## config.mk

```make
export PLATFORM = sky130hd
export DESIGN_NAME = lfcs_top
export DESIGN_NICKNAME = d
export VERILOG_FILES = /design/src/common/lfcs_pkg.sv /design/src/verilog/lfcs_lock_decode.sv /design/src/verilog/lfcs_read_window.sv /design/src/verilog/lfcs_top.sv
export SDC_FILE = /design/constraint.sdc
export NUM_CORES = 1
export LEC_CHECK = 0
export BUFFER_PORTS_ARGS = -buffer_cell sky130_fd_sc_hd__buf_2
export CORE_ASPECT_RATIO = 1.5
export CORE_UTILIZATION = 49
export DETAILED_ROUTE_END_ITERATION = 8
export PLACE_DENSITY = 0.89
export SLEW_MARGIN = 40
export SYNTH_ARGS = -nofsm -noshare
export SYNTH_HDL_FRONTEND = slang
export SYNTH_SLANG_ARGS = --single-unit
```

## constraint.sdc

```tcl
create_clock -name i_clock -period 2.53 [get_ports i_clock]
set_clock_uncertainty 0.2 [all_clocks]
set_input_delay 0.3795 -clock i_clock [delete_from_list [all_inputs] [get_ports i_clock]]
set_output_delay 0.3795 -clock i_clock [all_outputs]
set_load 0.02 [all_outputs]
```

## src/common/lfcs_pkg.sv

```systemverilog
// package: lock and fuse layout, reset values, pointers, modes and commands
package lfcs_pkg;
    // lock byte fields; bits 7:2 always read 1
    localparam int unsigned LOCK_ONE_BIT     = 0;
    localparam int unsigned LOCK_TWO_BIT     = 1;
    localparam logic [5:0]  LOCK_PAD         = 6'h3F;
    localparam logic [1:0]  LOCK_RESET       = 2'h3;
    // high fuse byte fields
    localparam int unsigned FH_SELF_PROG_BIT = 4;
    localparam int unsigned FH_DEBUG_BIT     = 3;
    localparam int unsigned FH_BOD_LSB       = 1;
    localparam int unsigned FH_RST_DIS_BIT   = 0;
    localparam logic [7:0]  FH_RESET         = 8'hFF;
    // low fuse byte fields
    localparam int unsigned FL_SERIAL_BIT    = 7;
    localparam int unsigned FL_EE_KEEP_BIT   = 6;
    localparam int unsigned FL_WDT_ON_BIT    = 5;
    localparam int unsigned FL_DIV8_BIT      = 4;
    localparam int unsigned FL_SUT_LSB       = 2;
    localparam int unsigned FL_CLOCK_SOURCE_SELECT_LSB     = 0;
    localparam logic [7:0]  FL_RESET         = 8'h6A;
    // firmware load pointers and read window
    localparam logic [15:0] PTR_FUSE_LOW     = 16'h0000;
    localparam logic [15:0] PTR_LOCK         = 16'h0001;
    localparam logic [15:0] PTR_FUSE_HIGH    = 16'h0003;
    localparam logic [1:0]  FW_WINDOW_CYCLES = 2'h3;
    // signature area addresses
    localparam logic [7:0]  SIG_ADDR_0       = 8'h00;
    localparam logic [7:0]  SIG_ADDR_1       = 8'h01;
    localparam logic [7:0]  SIG_ADDR_2       = 8'h02;
    localparam logic [7:0]  CAL_ADDR_FAST    = 8'h00;
    localparam logic [7:0]  CAL_ADDR_SLOW    = 8'h01;
    localparam logic [7:0]  READ_BLANK       = 8'hFF;

    typedef enum logic [1:0] {
        LFCS_MODE_OPEN,
        LFCS_MODE_WRITE_LOCK,
        LFCS_MODE_FULL_LOCK
    } lfcs_mode_t;

    typedef enum logic [3:0] {
        LFCS_OP_NOP,
        LFCS_OP_WR_FUSE_LOW,
        LFCS_OP_WR_FUSE_HIGH,
        LFCS_OP_WR_LOCK,
        LFCS_OP_CHIP_ERASE,
        LFCS_OP_RD_CONFIG,
        LFCS_OP_RD_SIGNATURE,
        LFCS_OP_RD_CALIB,
        LFCS_OP_MEM_WRITE,
        LFCS_OP_MEM_VERIFY
    } lfcs_op_t;

    // pointer decode shared by programmer and firmware reads
    function automatic logic [7:0] lfcs_sel_config(input logic [15:0] ptr, input logic [7:0] low,
                                                   input logic [1:0] lock, input logic [7:0] high);
        logic [7:0] r;
        r = READ_BLANK;
        if (ptr == PTR_FUSE_LOW)
            r = low;
        else if (ptr == PTR_LOCK)
            r = {LOCK_PAD, lock};
        else if (ptr == PTR_FUSE_HIGH)
            r = high;
        return r;
    endfunction : lfcs_sel_config
endpackage : lfcs_pkg

```

## src/verilog/lfcs_lock_decode.sv

```systemverilog
// lock bit pair to protection mode decoder
`timescale 1ns/1ps
`default_nettype none
module lfcs_lock_decode
    import lfcs_pkg::*;
(
    // stored lock pair, 0 means programmed
    input  wire logic [1:0]          i_lock,
    // decoded protection
    output lfcs_pkg::lfcs_mode_t     o_mode,
    output logic                     o_fuse_locked
);
    // the undefined pattern falls to the strongest protection
    assign o_mode = (i_lock == 2'h3) ? LFCS_MODE_OPEN :
                    (i_lock == 2'h2) ? LFCS_MODE_WRITE_LOCK : LFCS_MODE_FULL_LOCK;
    assign o_fuse_locked = (i_lock != 2'h3);
endmodule : lfcs_lock_decode
`default_nettype wire

```

## src/verilog/lfcs_read_window.sv

```systemverilog
// short window during which a firmware load returns configuration bytes
`timescale 1ns/1ps
`default_nettype none
module lfcs_read_window
    import lfcs_pkg::*;
#(
    parameter logic [1:0] WINDOW = FW_WINDOW_CYCLES
) (
    // clock and reset
    input  wire logic i_clock,
    input  wire logic i_rst_b,
    // arm and use
    input  wire logic i_arm,
    input  wire logic i_load,
    // window state
    output logic      o_fire,
    output logic      o_open
);
    logic [1:0] cnt_q;
    logic [1:0] cnt_d;

    // window closes on use or after the last cycle; re-arming restarts it
    assign o_open = (cnt_q != 2'h0);
    assign o_fire = o_open & i_load;
    assign cnt_d  = i_arm ? WINDOW : (o_fire ? 2'h0 : (o_open ? cnt_q - 2'h1 : 2'h0));

    // window counter
    always_ff @(posedge i_clock) begin
        if (!i_rst_b) begin
            cnt_q <= 2'h0;
        end else begin
            cnt_q <= cnt_d;
        end
    end
endmodule : lfcs_read_window
`default_nettype wire

```

## src/verilog/lfcs_top.sv

```systemverilog
// lock bit and configuration fuse store with calibration and signature reads
`timescale 1ns/1ps
`default_nettype none
module lfcs_top
    import lfcs_pkg::*;
#(
    parameter logic [7:0] SIG_BYTE_0 = 8'h5A,  // arbitrary identity value
    parameter logic [7:0] SIG_BYTE_1 = 8'h3C,  // arbitrary identity value
    parameter logic [7:0] SIG_BYTE_2 = 8'h01,  // arbitrary identity value
    parameter logic [7:0] CAL_FAST   = 8'h80,
    parameter logic [7:0] CAL_SLOW   = 8'h80
) (
    // clock and reset
    input  wire logic                i_clock,
    input  wire logic                i_rst_b,
    input  wire logic                i_power_on,
    // programmer side
    input  wire logic                i_prog_mode,
    input  wire logic                i_prog_serial,
    input  wire logic                i_cmd_valid,
    input  wire lfcs_pkg::lfcs_op_t  i_cmd_op,
    input  wire logic [7:0]          i_cmd_addr,
    input  wire logic [7:0]          i_cmd_data,
    output logic                     o_ans_valid,
    output logic [7:0]               o_ans_data,
    output logic                     o_cmd_refused,
    output logic                     o_mem_write_grant,
    output logic                     o_mem_verify_grant,
    output logic                     o_flash_erase,
    output logic                     o_eeprom_erase,
    // firmware side
    input  wire logic                i_fw_ctrl_we,
    input  wire logic                i_fw_read_config_bits_enable,
    input  wire logic                i_fw_self_program_enable,
    input  wire logic                i_fw_load,
    input  wire logic [15:0]         i_fw_ptr,
    input  wire logic                i_oscillator_calibration_register_we,
    input  wire logic [7:0]          i_oscillator_calibration_register_wdata,
    output logic                     o_fw_valid,
    output logic [7:0]               o_fw_data,
    output logic [7:0]               o_oscillator_calibration_register,
    // configuration to the rest of the chip; lock mode and eeprom preserve follow the store, not the latch
    output logic [7:0]               o_config_low_byte,
    output logic [7:0]               o_config_high_byte,
    output lfcs_pkg::lfcs_mode_t     o_protect_mode,
    output logic                     o_debug_link_en,
    output logic                     o_debug_pm_read_en,
    output logic                     o_eeprom_preserve,
    output logic                     o_watchdog_forced_on,
    output logic                     o_watchdog_irq_allowed
);
    // nonvolatile copies and working state
    logic [1:0]  lock_q;
    logic [7:0]  nv_low_q;
    logic [7:0]  nv_high_q;
    logic        prog_mode_q;
    lfcs_mode_t  mode;
    logic        fuse_locked;
    logic        fw_fire;
    logic        fw_arm;

    // command decode
    wire take      = i_cmd_valid & i_prog_mode;
    wire is_wr_low = take & (i_cmd_op == LFCS_OP_WR_FUSE_LOW);
    wire is_wr_hi  = take & (i_cmd_op == LFCS_OP_WR_FUSE_HIGH);
    wire is_wr_lk  = take & (i_cmd_op == LFCS_OP_WR_LOCK);
    wire is_erase  = take & (i_cmd_op == LFCS_OP_CHIP_ERASE);
    wire is_mem_wr = take & (i_cmd_op == LFCS_OP_MEM_WRITE);
    wire is_mem_rd = take & (i_cmd_op == LFCS_OP_MEM_VERIFY);
    wire is_read   = take & ((i_cmd_op == LFCS_OP_RD_CONFIG) | (i_cmd_op == LFCS_OP_RD_SIGNATURE) |
                             (i_cmd_op == LFCS_OP_RD_CALIB));

    lfcs_lock_decode u_decode (
        .i_lock        (lock_q),
        .o_mode        (mode),
        .o_fuse_locked (fuse_locked)
    );

    // refusals: fuse writes under any lock, memory access per mode
    wire fuse_refuse = (is_wr_low | is_wr_hi) & fuse_locked;
    wire wr_refuse   = is_mem_wr & (mode != LFCS_MODE_OPEN);
    wire rd_refuse   = is_mem_rd & (mode == LFCS_MODE_FULL_LOCK);
    wire refuse      = fuse_refuse | wr_refuse | rd_refuse;

    // serial mode cannot touch the serial enable fuse
    wire [7:0] low_wdata = i_prog_serial ? {nv_low_q[FL_SERIAL_BIT], i_cmd_data[6:0]}
                                         : i_cmd_data;

    // read answers; signature and calibration are never lock gated
    wire [7:0] sig_byte = (i_cmd_addr == SIG_ADDR_0) ? SIG_BYTE_0 :
                          (i_cmd_addr == SIG_ADDR_1) ? SIG_BYTE_1 :
                          (i_cmd_addr == SIG_ADDR_2) ? SIG_BYTE_2 : READ_BLANK;
    wire [7:0] cal_byte = (i_cmd_addr == CAL_ADDR_FAST) ? CAL_FAST :
                          (i_cmd_addr == CAL_ADDR_SLOW) ? CAL_SLOW : READ_BLANK;
    wire [7:0] cfg_byte = lfcs_sel_config({8'h00, i_cmd_addr}, nv_low_q, lock_q, nv_high_q);
    wire [7:0] rd_byte  = (i_cmd_op == LFCS_OP_RD_SIGNATURE) ? sig_byte :
                          (i_cmd_op == LFCS_OP_RD_CALIB) ? cal_byte : cfg_byte;

    // nonvolatile store; only a power-on reset restores the blank defaults
    always_ff @(posedge i_clock) begin
        if (!i_rst_b) begin
            if (i_power_on) begin
                lock_q    <= LOCK_RESET;
                nv_low_q  <= FL_RESET;
                nv_high_q <= FH_RESET;
            end
        end else begin
            if (is_wr_lk)
                lock_q <= lock_q & i_cmd_data[1:0];
            else if (is_erase)
                lock_q <= LOCK_RESET;
            if (is_wr_low & ~fuse_locked)
                nv_low_q <= low_wdata;
            if (is_wr_hi & ~fuse_locked)
                nv_high_q <= i_cmd_data;
        end
    end

    // programmer answers, one cycle after the command is taken
    always_ff @(posedge i_clock) begin
        if (!i_rst_b) begin
            o_ans_valid        <= 1'b0;
            o_ans_data         <= 8'h00;
            o_cmd_refused      <= 1'b0;
            o_mem_write_grant  <= 1'b0;
            o_mem_verify_grant <= 1'b0;
            o_flash_erase      <= 1'b0;
            o_eeprom_erase     <= 1'b0;
        end else begin
            o_ans_valid        <= is_read;
            o_ans_data         <= is_read ? rd_byte : 8'h00;
            o_cmd_refused      <= refuse;
            o_mem_write_grant  <= is_mem_wr & ~wr_refuse;
            o_mem_verify_grant <= is_mem_rd & ~rd_refuse;
            o_flash_erase      <= is_erase;
            o_eeprom_erase     <= is_erase & nv_low_q[FL_EE_KEEP_BIT];
        end
    end

    // working fuse copy follows the store only outside programming mode;
    // the first edge after reset captures it, so power-up latching is free
    always_ff @(posedge i_clock) begin
        if (!i_rst_b) begin
            prog_mode_q        <= 1'b0;
            o_config_low_byte  <= FL_RESET;
            o_config_high_byte <= FH_RESET;
        end else begin
            prog_mode_q <= i_prog_mode;
            if (!prog_mode_q) begin
                o_config_low_byte  <= nv_low_q;
                o_config_high_byte <= nv_high_q;
            end
        end
    end

    // decoded controls; preserve bypasses the latch and tracks the store
    always_ff @(posedge i_clock) begin
        if (!i_rst_b) begin
            o_protect_mode         <= LFCS_MODE_OPEN;
            o_debug_link_en        <= 1'b0;
            o_debug_pm_read_en     <= 1'b0;
            o_eeprom_preserve      <= 1'b0;
            o_watchdog_forced_on   <= 1'b0;
            o_watchdog_irq_allowed <= 1'b1;
        end else begin
            o_protect_mode         <= mode;
            o_debug_link_en        <= ~o_config_high_byte[FH_DEBUG_BIT] &
                                      (mode == LFCS_MODE_OPEN);
            o_debug_pm_read_en     <= ~o_config_high_byte[FH_DEBUG_BIT];
            o_eeprom_preserve      <= ~nv_low_q[FL_EE_KEEP_BIT];
            o_watchdog_forced_on   <= ~o_config_low_byte[FL_WDT_ON_BIT];
            o_watchdog_irq_allowed <= o_config_low_byte[FL_WDT_ON_BIT];
        end
    end

    // firmware read path: both enables written together open the window
    assign fw_arm = i_fw_ctrl_we & i_fw_read_config_bits_enable & i_fw_self_program_enable;

    lfcs_read_window #(
        .WINDOW (FW_WINDOW_CYCLES)
    ) u_window (
        .i_clock (i_clock),
        .i_rst_b (i_rst_b),
        .i_arm   (fw_arm),
        .i_load  (i_fw_load),
        .o_fire  (fw_fire),
        .o_open  ()
    );

    // a load outside the window is a normal program fetch, not ours
    always_ff @(posedge i_clock) begin
        if (!i_rst_b) begin
            o_fw_valid <= 1'b0;
            o_fw_data  <= 8'h00;
        end else begin
            o_fw_valid <= fw_fire;
            o_fw_data  <= fw_fire ? lfcs_sel_config(i_fw_ptr, nv_low_q, lock_q, nv_high_q)
                                  : 8'h00;
        end
    end

    // calibration register: reset loads the fast byte, firmware may override;
    // the slow byte reaches it only through a firmware write
    always_ff @(posedge i_clock) begin
        if (!i_rst_b) begin
            o_oscillator_calibration_register <= CAL_FAST;
        end else if (i_oscillator_calibration_register_we) begin
            o_oscillator_calibration_register <= i_oscillator_calibration_register_wdata;
        end
    end
endmodule : lfcs_top
`default_nettype wire

```

Yosys cells after proc, flatten, opt, wreduce, memory -nomap -nowiden
Index checks and enable logic that the tools add are counted.
{"block": "word_totals", "register_bits": 75, "in_bits": 55, "out_inout_bits": 54, "wordCells": 120}
{"block": "classes", "n_addsub": 1, "n_eq_ne": 22, "muxes": 29, "n_bitwise": 32, "n_reduce_logical": 12}
{"operator": "$mux W8", "count": 18}
{"operator": "$and A1 B1 Y1", "count": 20}
{"operator": "$mux W2", "count": 9}
{"operator": "$eq A16 B1 Y1 const B", "count": 1}
{"operator": "$eq A16 B2 Y1 const B", "count": 1}
{"operator": "$eq A4 B3 Y1 const B", "count": 4}
{"operator": "$eq A8 B2 Y1 const B", "count": 2}
{"operator": "$logic_not A16 Y1", "count": 1}
{"operator": "$mux W7", "count": 2}
{"operator": "$reduce_and A2 Y1", "count": 5}
{"operator": "$eq A4 B2 Y1 const B", "count": 2}
{"operator": "$eq A4 B4 Y1 const B", "count": 2}
{"operator": "$eq A8 B1 Y1 const B", "count": 1}
{"operator": "$logic_not A8 Y1", "count": 1}
{"operator": "$eq A2 B2 Y1 const B", "count": 3}
{"operator": "$not A1 Y1", "count": 6}
{"operator": "$reduce_bool A2 Y1", "count": 3}
{"operator": "$or A1 B1 Y1", "count": 5}
{"operator": "$eq A4 B1 Y1 const B", "count": 1}
{"operator": "$ne A2 B1 Y1 const B", "count": 2}
{"operator": "$ne A2 B2 Y1 const B", "count": 2}
{"operator": "$ne A3 B1 Y1 const B", "count": 1}
{"operator": "$reduce_and A3 Y1", "count": 1}
{"operator": "$and A2 B2 Y2", "count": 1}
{"operator": "other kinds (2)", "count": 2}

Logic depth before layout (Yosys ltp)
{"block": "logic_depth", "ltp_word": 7, "ltp_mapped": 6, "depth_no_buf": 4}

Modules after synthesis
From an unflattened synthesis, not the netlist that was laid out.
{"block": "hier_totals", "hier_cells": 269, "area_unflattened_um2": 2972.9}
{"mod": "lfcs_top", "n_inst": 1, "cells_per_inst": 257, "area_per_inst_um2": 2867.8, "seq_area_each_um2": 1641.6}
{"mod": "lfcs_read_window", "n_inst": 1, "cells_per_inst": 9, "area_per_inst_um2": 88.8, "seq_area_each_um2": 40.0}
{"mod": "lfcs_lock_decode", "n_inst": 1, "cells_per_inst": 3, "area_per_inst_um2": 16.3, "seq_area_each_um2": 0.0}

Least setup slack after synthesis
Ideal clock, no wire load.
{"block": "synth_timing", "kind": "input to register", "start": "input i_cmd_op[2]", "end": "register nv_high_q[0] (enable)", "setup_time_ns": 0.398, "arrival_ns": 1.689, "required_time_ns": 1.932, "setup_slack_ns": 0.243, "path_stages": 3, "n_path_buf": 0, "path_cell_list": "and4b_1 > nand3_1 > o41ai_1"}
{"block": "synth_between", "elab_chain_cells": 5}
{"element": "start: declaration", "line": "lfcs_top.sv:21", "source": "input wire lfcs_pkg::lfcs_op_t i_cmd_op,"}
{"element": "$eq A4 B2 Y1", "line": "lfcs_top.sv:65", "source": "wire is_wr_hi = take & (i_cmd_op == LFCS_OP_WR_FUSE_HIGH);"}
{"element": "$and A1 B1 Y1", "line": "lfcs_top.sv:65"}
{"element": "$and A1 B1 Y1", "line": "lfcs_top.sv:114", "source": "if (is_wr_hi & ~fuse_locked)"}
{"element": "$ne A2 B1 Y1 (no line)"}
{"element": "$reduce_and A2 Y1 (no line)"}
{"element": "end signal: assignment", "line": "lfcs_top.sv:115", "source": "nv_high_q <= i_cmd_data;"}
{"element": "end: declaration", "line": "lfcs_top.sv:55", "source": "logic [7:0] nv_high_q;"}
No other way between the ends.
A chain may end at the register's enable or synchronous reset.

Worst setup path in the final report
{"block": "layout_timing", "start": "register lock_q[0]", "end": "register nv_low_q[5] (enable)"}
{"block": "layout_between", "elab_chain_cells": 5}
{"element": "start: declaration", "line": "lfcs_top.sv:53", "source": "logic [1:0] lock_q;"}
{"element": "start signal: assignment", "line": "lfcs_top.sv:109", "source": "lock_q <= lock_q & i_cmd_data[1:0];"}
{"element": "$ne A2 B2 Y1", "line": "lfcs_lock_decode.sv:16", "source": "assign o_fuse_locked = (i_lock != 2'h3);"}
{"element": "$not A1 Y1", "line": "lfcs_top.sv:112", "source": "if (is_wr_low & ~fuse_locked)"}
{"element": "$and A1 B1 Y1", "line": "lfcs_top.sv:112"}
{"element": "$ne A2 B1 Y1 (no line)"}
{"element": "$reduce_and A2 Y1 (no line)"}
{"element": "end signal: assignment", "line": "lfcs_top.sv:113", "source": "nv_low_q <= low_wdata;"}
{"element": "end: declaration", "line": "lfcs_top.sv:54", "source": "logic [7:0] nv_low_q;"}
No other way between the ends.

==> out/qor.txt <==
Run status -> finished, final reports clean
Port-buffer cells -> 108
WP data arrival -> 1740 ps
Placed Instances -> 442
Final min period -> 1917 ps
Clk_lat worst skew -> 350 ps
Vias/cell -> 5.417
Antenna diode count -> 0
Worst Hold Depth -> 2
Seq/Total Area, Yosys -> 56.95%
Die area -> 6347 µm²
Reg2Reg Depth -> 3
# rows -> 34
Area occupied by multi-input gates -> 1162 µm²
VDD IR max -> 0.5090 mV
Leakage -> 1.707 nW
Worst Path Max Fanout -> 7
Syn Area/Cell -> 10.70 µm²
Total CTS buffers -> 9
Async SR Flop Fraction -> 0%
Worst-path cell chain -> nand3_1 -> or4b_1 -> nand2_1
Sink Count -> 75
Final Hold Fails -> 0
Synth unique cells -> 48
Share of layout cells above drive strength 1 -> 34.72%
RSZ-0062 raised after global routing -> no
Core ar. -> 5786 µm²
Post-synth EDFFs -> 18
Max Cap Violations -> 0
Number of register bits inferred by synthesis -> 75
DRC Markers -> 0
Antenna viol nets, final -> 0
Sequential cell area -> 1682 µm²
DP Wirelength -> 5041 µm
Final slew viol count -> 0
Final Non-Filler Cells -> 458
# nets final -> 436
CP startpoint -> lock_q[0]$_SDFFCE_PN1P_
Slew @ Worst Pin -> 679.2 ps
CTS HTree Levels -> 3
Clk pin slew, worst setup/hold paths -> 70 ps
Final wirelength -> 6689 µm
Starting Density -> 51.04%
Clk buf depth -> 2
Root Buffer -> clkbuf_8
GPL Wtd Cong -> 0.8663
Initial antenna violation count -> 0
Yosys warns -> 0
Total Routing Usage GR -> 22.06%
Initial DRC Count -> 127
Tightest Hold Check Type -> input pin to register
Post-CTS setup buffers -> 0
Fillers -> 480
Slew margin rel. -> 54.52%
Worst hold start -> i_cmd_op[2]
Critical Path Max Stage Delay -> 520 ps
Max frequency -> 0.5217 GHz
Die W -> 65.39 µm
Startpoint Class -> register
First-pass GRT wire length -> 10410 µm
Critical path endpoint category -> register
Routed len/inst -> 14.60 µm
DR vias -> 2481
Num ports -> 109
Post-Syn Instances -> 276
Synth Cell Area -> 2953 µm²
Crit Path Category -> register to register
R2r endpoint -> nv_low_q[5]$_SDFFCE_PN1P_
Area Overhead vs Synth -> 26.86%
Drt pass-1 iters -> 4
Endpoints failing setup -> 0
Die Ht -> 97.08 µm
Setup TNS -> 0 ps
R2r setup slk -> 610 ps
TritonCTS clock tree -> built
Period utilization -> 75.76%
Final core occ -> 64.75%
Pin count of the biggest net entering global routing -> 47
FF-to-FF Start -> lock_q[0]$_SDFFCE_PN1P_
Top_reg_cell synth -> dfxtp_1
Resized cells post-CTS -> 0
Cell Pwr Density -> 666.9 nW/µm²
Vias in the first global route -> 2275
CP required -> 2360 ps
CTS Hold Bufs -> 0
Mapped Nets -> 331
Total gr overflow -> 0
Crit-path slowest cell -> or4b_1
CP endpoint -> nv_low_q[5]$_SDFFCE_PN1P_
report_power, final:
group	total [mW]	switching, mW	internal (mW)	leakage, nW
clock network	0.945	0.415	0.530	0.113
registers	1.30	0.0260	1.27	0.625
logic	0.255	0.147	0.108	0.969
total	2.50	0.588	1.91	1.71
cell families (layout without fill, tap and decap cells):
kind of cell | after synthesis | in the layout | synth area share (%)
AO/OA/AOI/OAI | 40 | 40 | 9.280
multiplexers | 25 | 25 | 8.475
XOR/XNOR | 1 | 1 | 0.2967
flip-flops | 75 | 75 | 56.95
AND/OR/NAND/NOR | 111 | 111 | 21.31
buffers and inverters | 24 | 134 | 3.686
critical path: cells and delay by family (launching register included):
family	cells	cell delay (ps)
flip-flops	1	480
AND/OR/NAND/NOR	3	930
through the flow:
step	instance area, µm²	setup slack, ps	power [mW]	hold slack, ps
finish	3746	613.2	2.498	51.14
global route	3746	495.6	2.584	48.44
CTS	3746	601.6	2.507	41.49
detailed placement	3527	297.0	1.579	258.8
global placement	3527	342.4	1.569	249.8
floorplan	2953	243.0	1.475	256.9
synthesized netlist by cell type (all sizes together) (2+ instances only):
master	count	share of area, %
a21boi	3	0.76
a21oi	10	1.8
a31oi	2	0.42
and2	6	1.3
and3	2	0.42
and4b	2	0.68
buf	7	1.5
clkbuf	11	1.4
dfxtp	57	39
edfxtp	18	18
inv	6	0.76
mux2i	25	8.5
nand2	23	2.9
nand2b	12	2.5
nand3	4	0.68
nand3b	3	0.76
nand4	3	0.64
nor2	18	2.3
nor2b	14	3.0
nor3	5	1.2
nor4	6	1.3
o211ai	4	1.0
o21ai	2	0.34
o221ai	4	1.2
o22a	2	0.59
o22ai	8	1.7
or3	4	0.85
or4	2	0.76
cell usage in the layout (no fill, tap or decap), types with 2 or more instances in the layout:
cell / instances
o22a_1: 2
inv_1: 6
buf_4: 4
o211ai_1: 4
and3_1: 2
and2_1: 6
a31oi_1: 2
o221ai_1: 4
nor3_1: 4
edfxtp_1: 18
buf_2: 108
nand2b_1: 12
nand4_1: 3
o22ai_1: 8
and4b_1: 2
a21oi_1: 9
clkbuf_8: 11
nor2_1: 18
nand2_1: 23
clkbuf_16: 2
nand3b_1: 3
dfxtp_1: 57
or3_1: 4
a21boi_0: 2
nor4_1: 6
or4_4: 2
mux2i_1: 25
nand3_1: 4
nor2b_1: 14
how the worst min path moves through the flow:
stage	slack [ps]	end
after global placement	250	o_oscillator_calibration_register[7]$_SDFFE_PN1P_
after CTS	40	o_mem_verify_grant$_SDFF_PN0_
final	50	o_mem_verify_grant$_SDFF_PN0_
after global routing	50	o_mem_verify_grant$_SDFF_PN0_
after floorplan	260	o_mem_verify_grant$_SDFF_PN0_
after detailed placement	260	o_config_high_byte[4]$_SDFFE_PN1N_
per-layer routing:
layer / global-route usage, % / routed length, µm / share of wire, %
met1: 23.41 / 2439 / 36
met2: 38.30 / 3652 / 55
met3: 3.873 / 400 / 6.0
met4: 14.88 / 197 / 2.9
met5: 0 / 0 / 0
state kept, by name, indices dropped and copies added (netlist names), 8 cells and up:
signal / cells
nv_high_q: 8
nv_low_q: 8
o_ans_data: 8
o_config_high_byte: 8
o_config_low_byte: 8
o_fw_data: 8
o_oscillator_calibration_register: 8
layout make-up:
type                       instances  share of cell area (%)
sequential                        75                   44.89
timing repair buffer             112                   15.23
multi-input combinational        177                   31.03
clock buffer                      14                   5.478
clock inverter                     2                  0.3674
inverter                           6                  0.6012
tap                               72                   2.405
(Power assumes the default switching activity.)
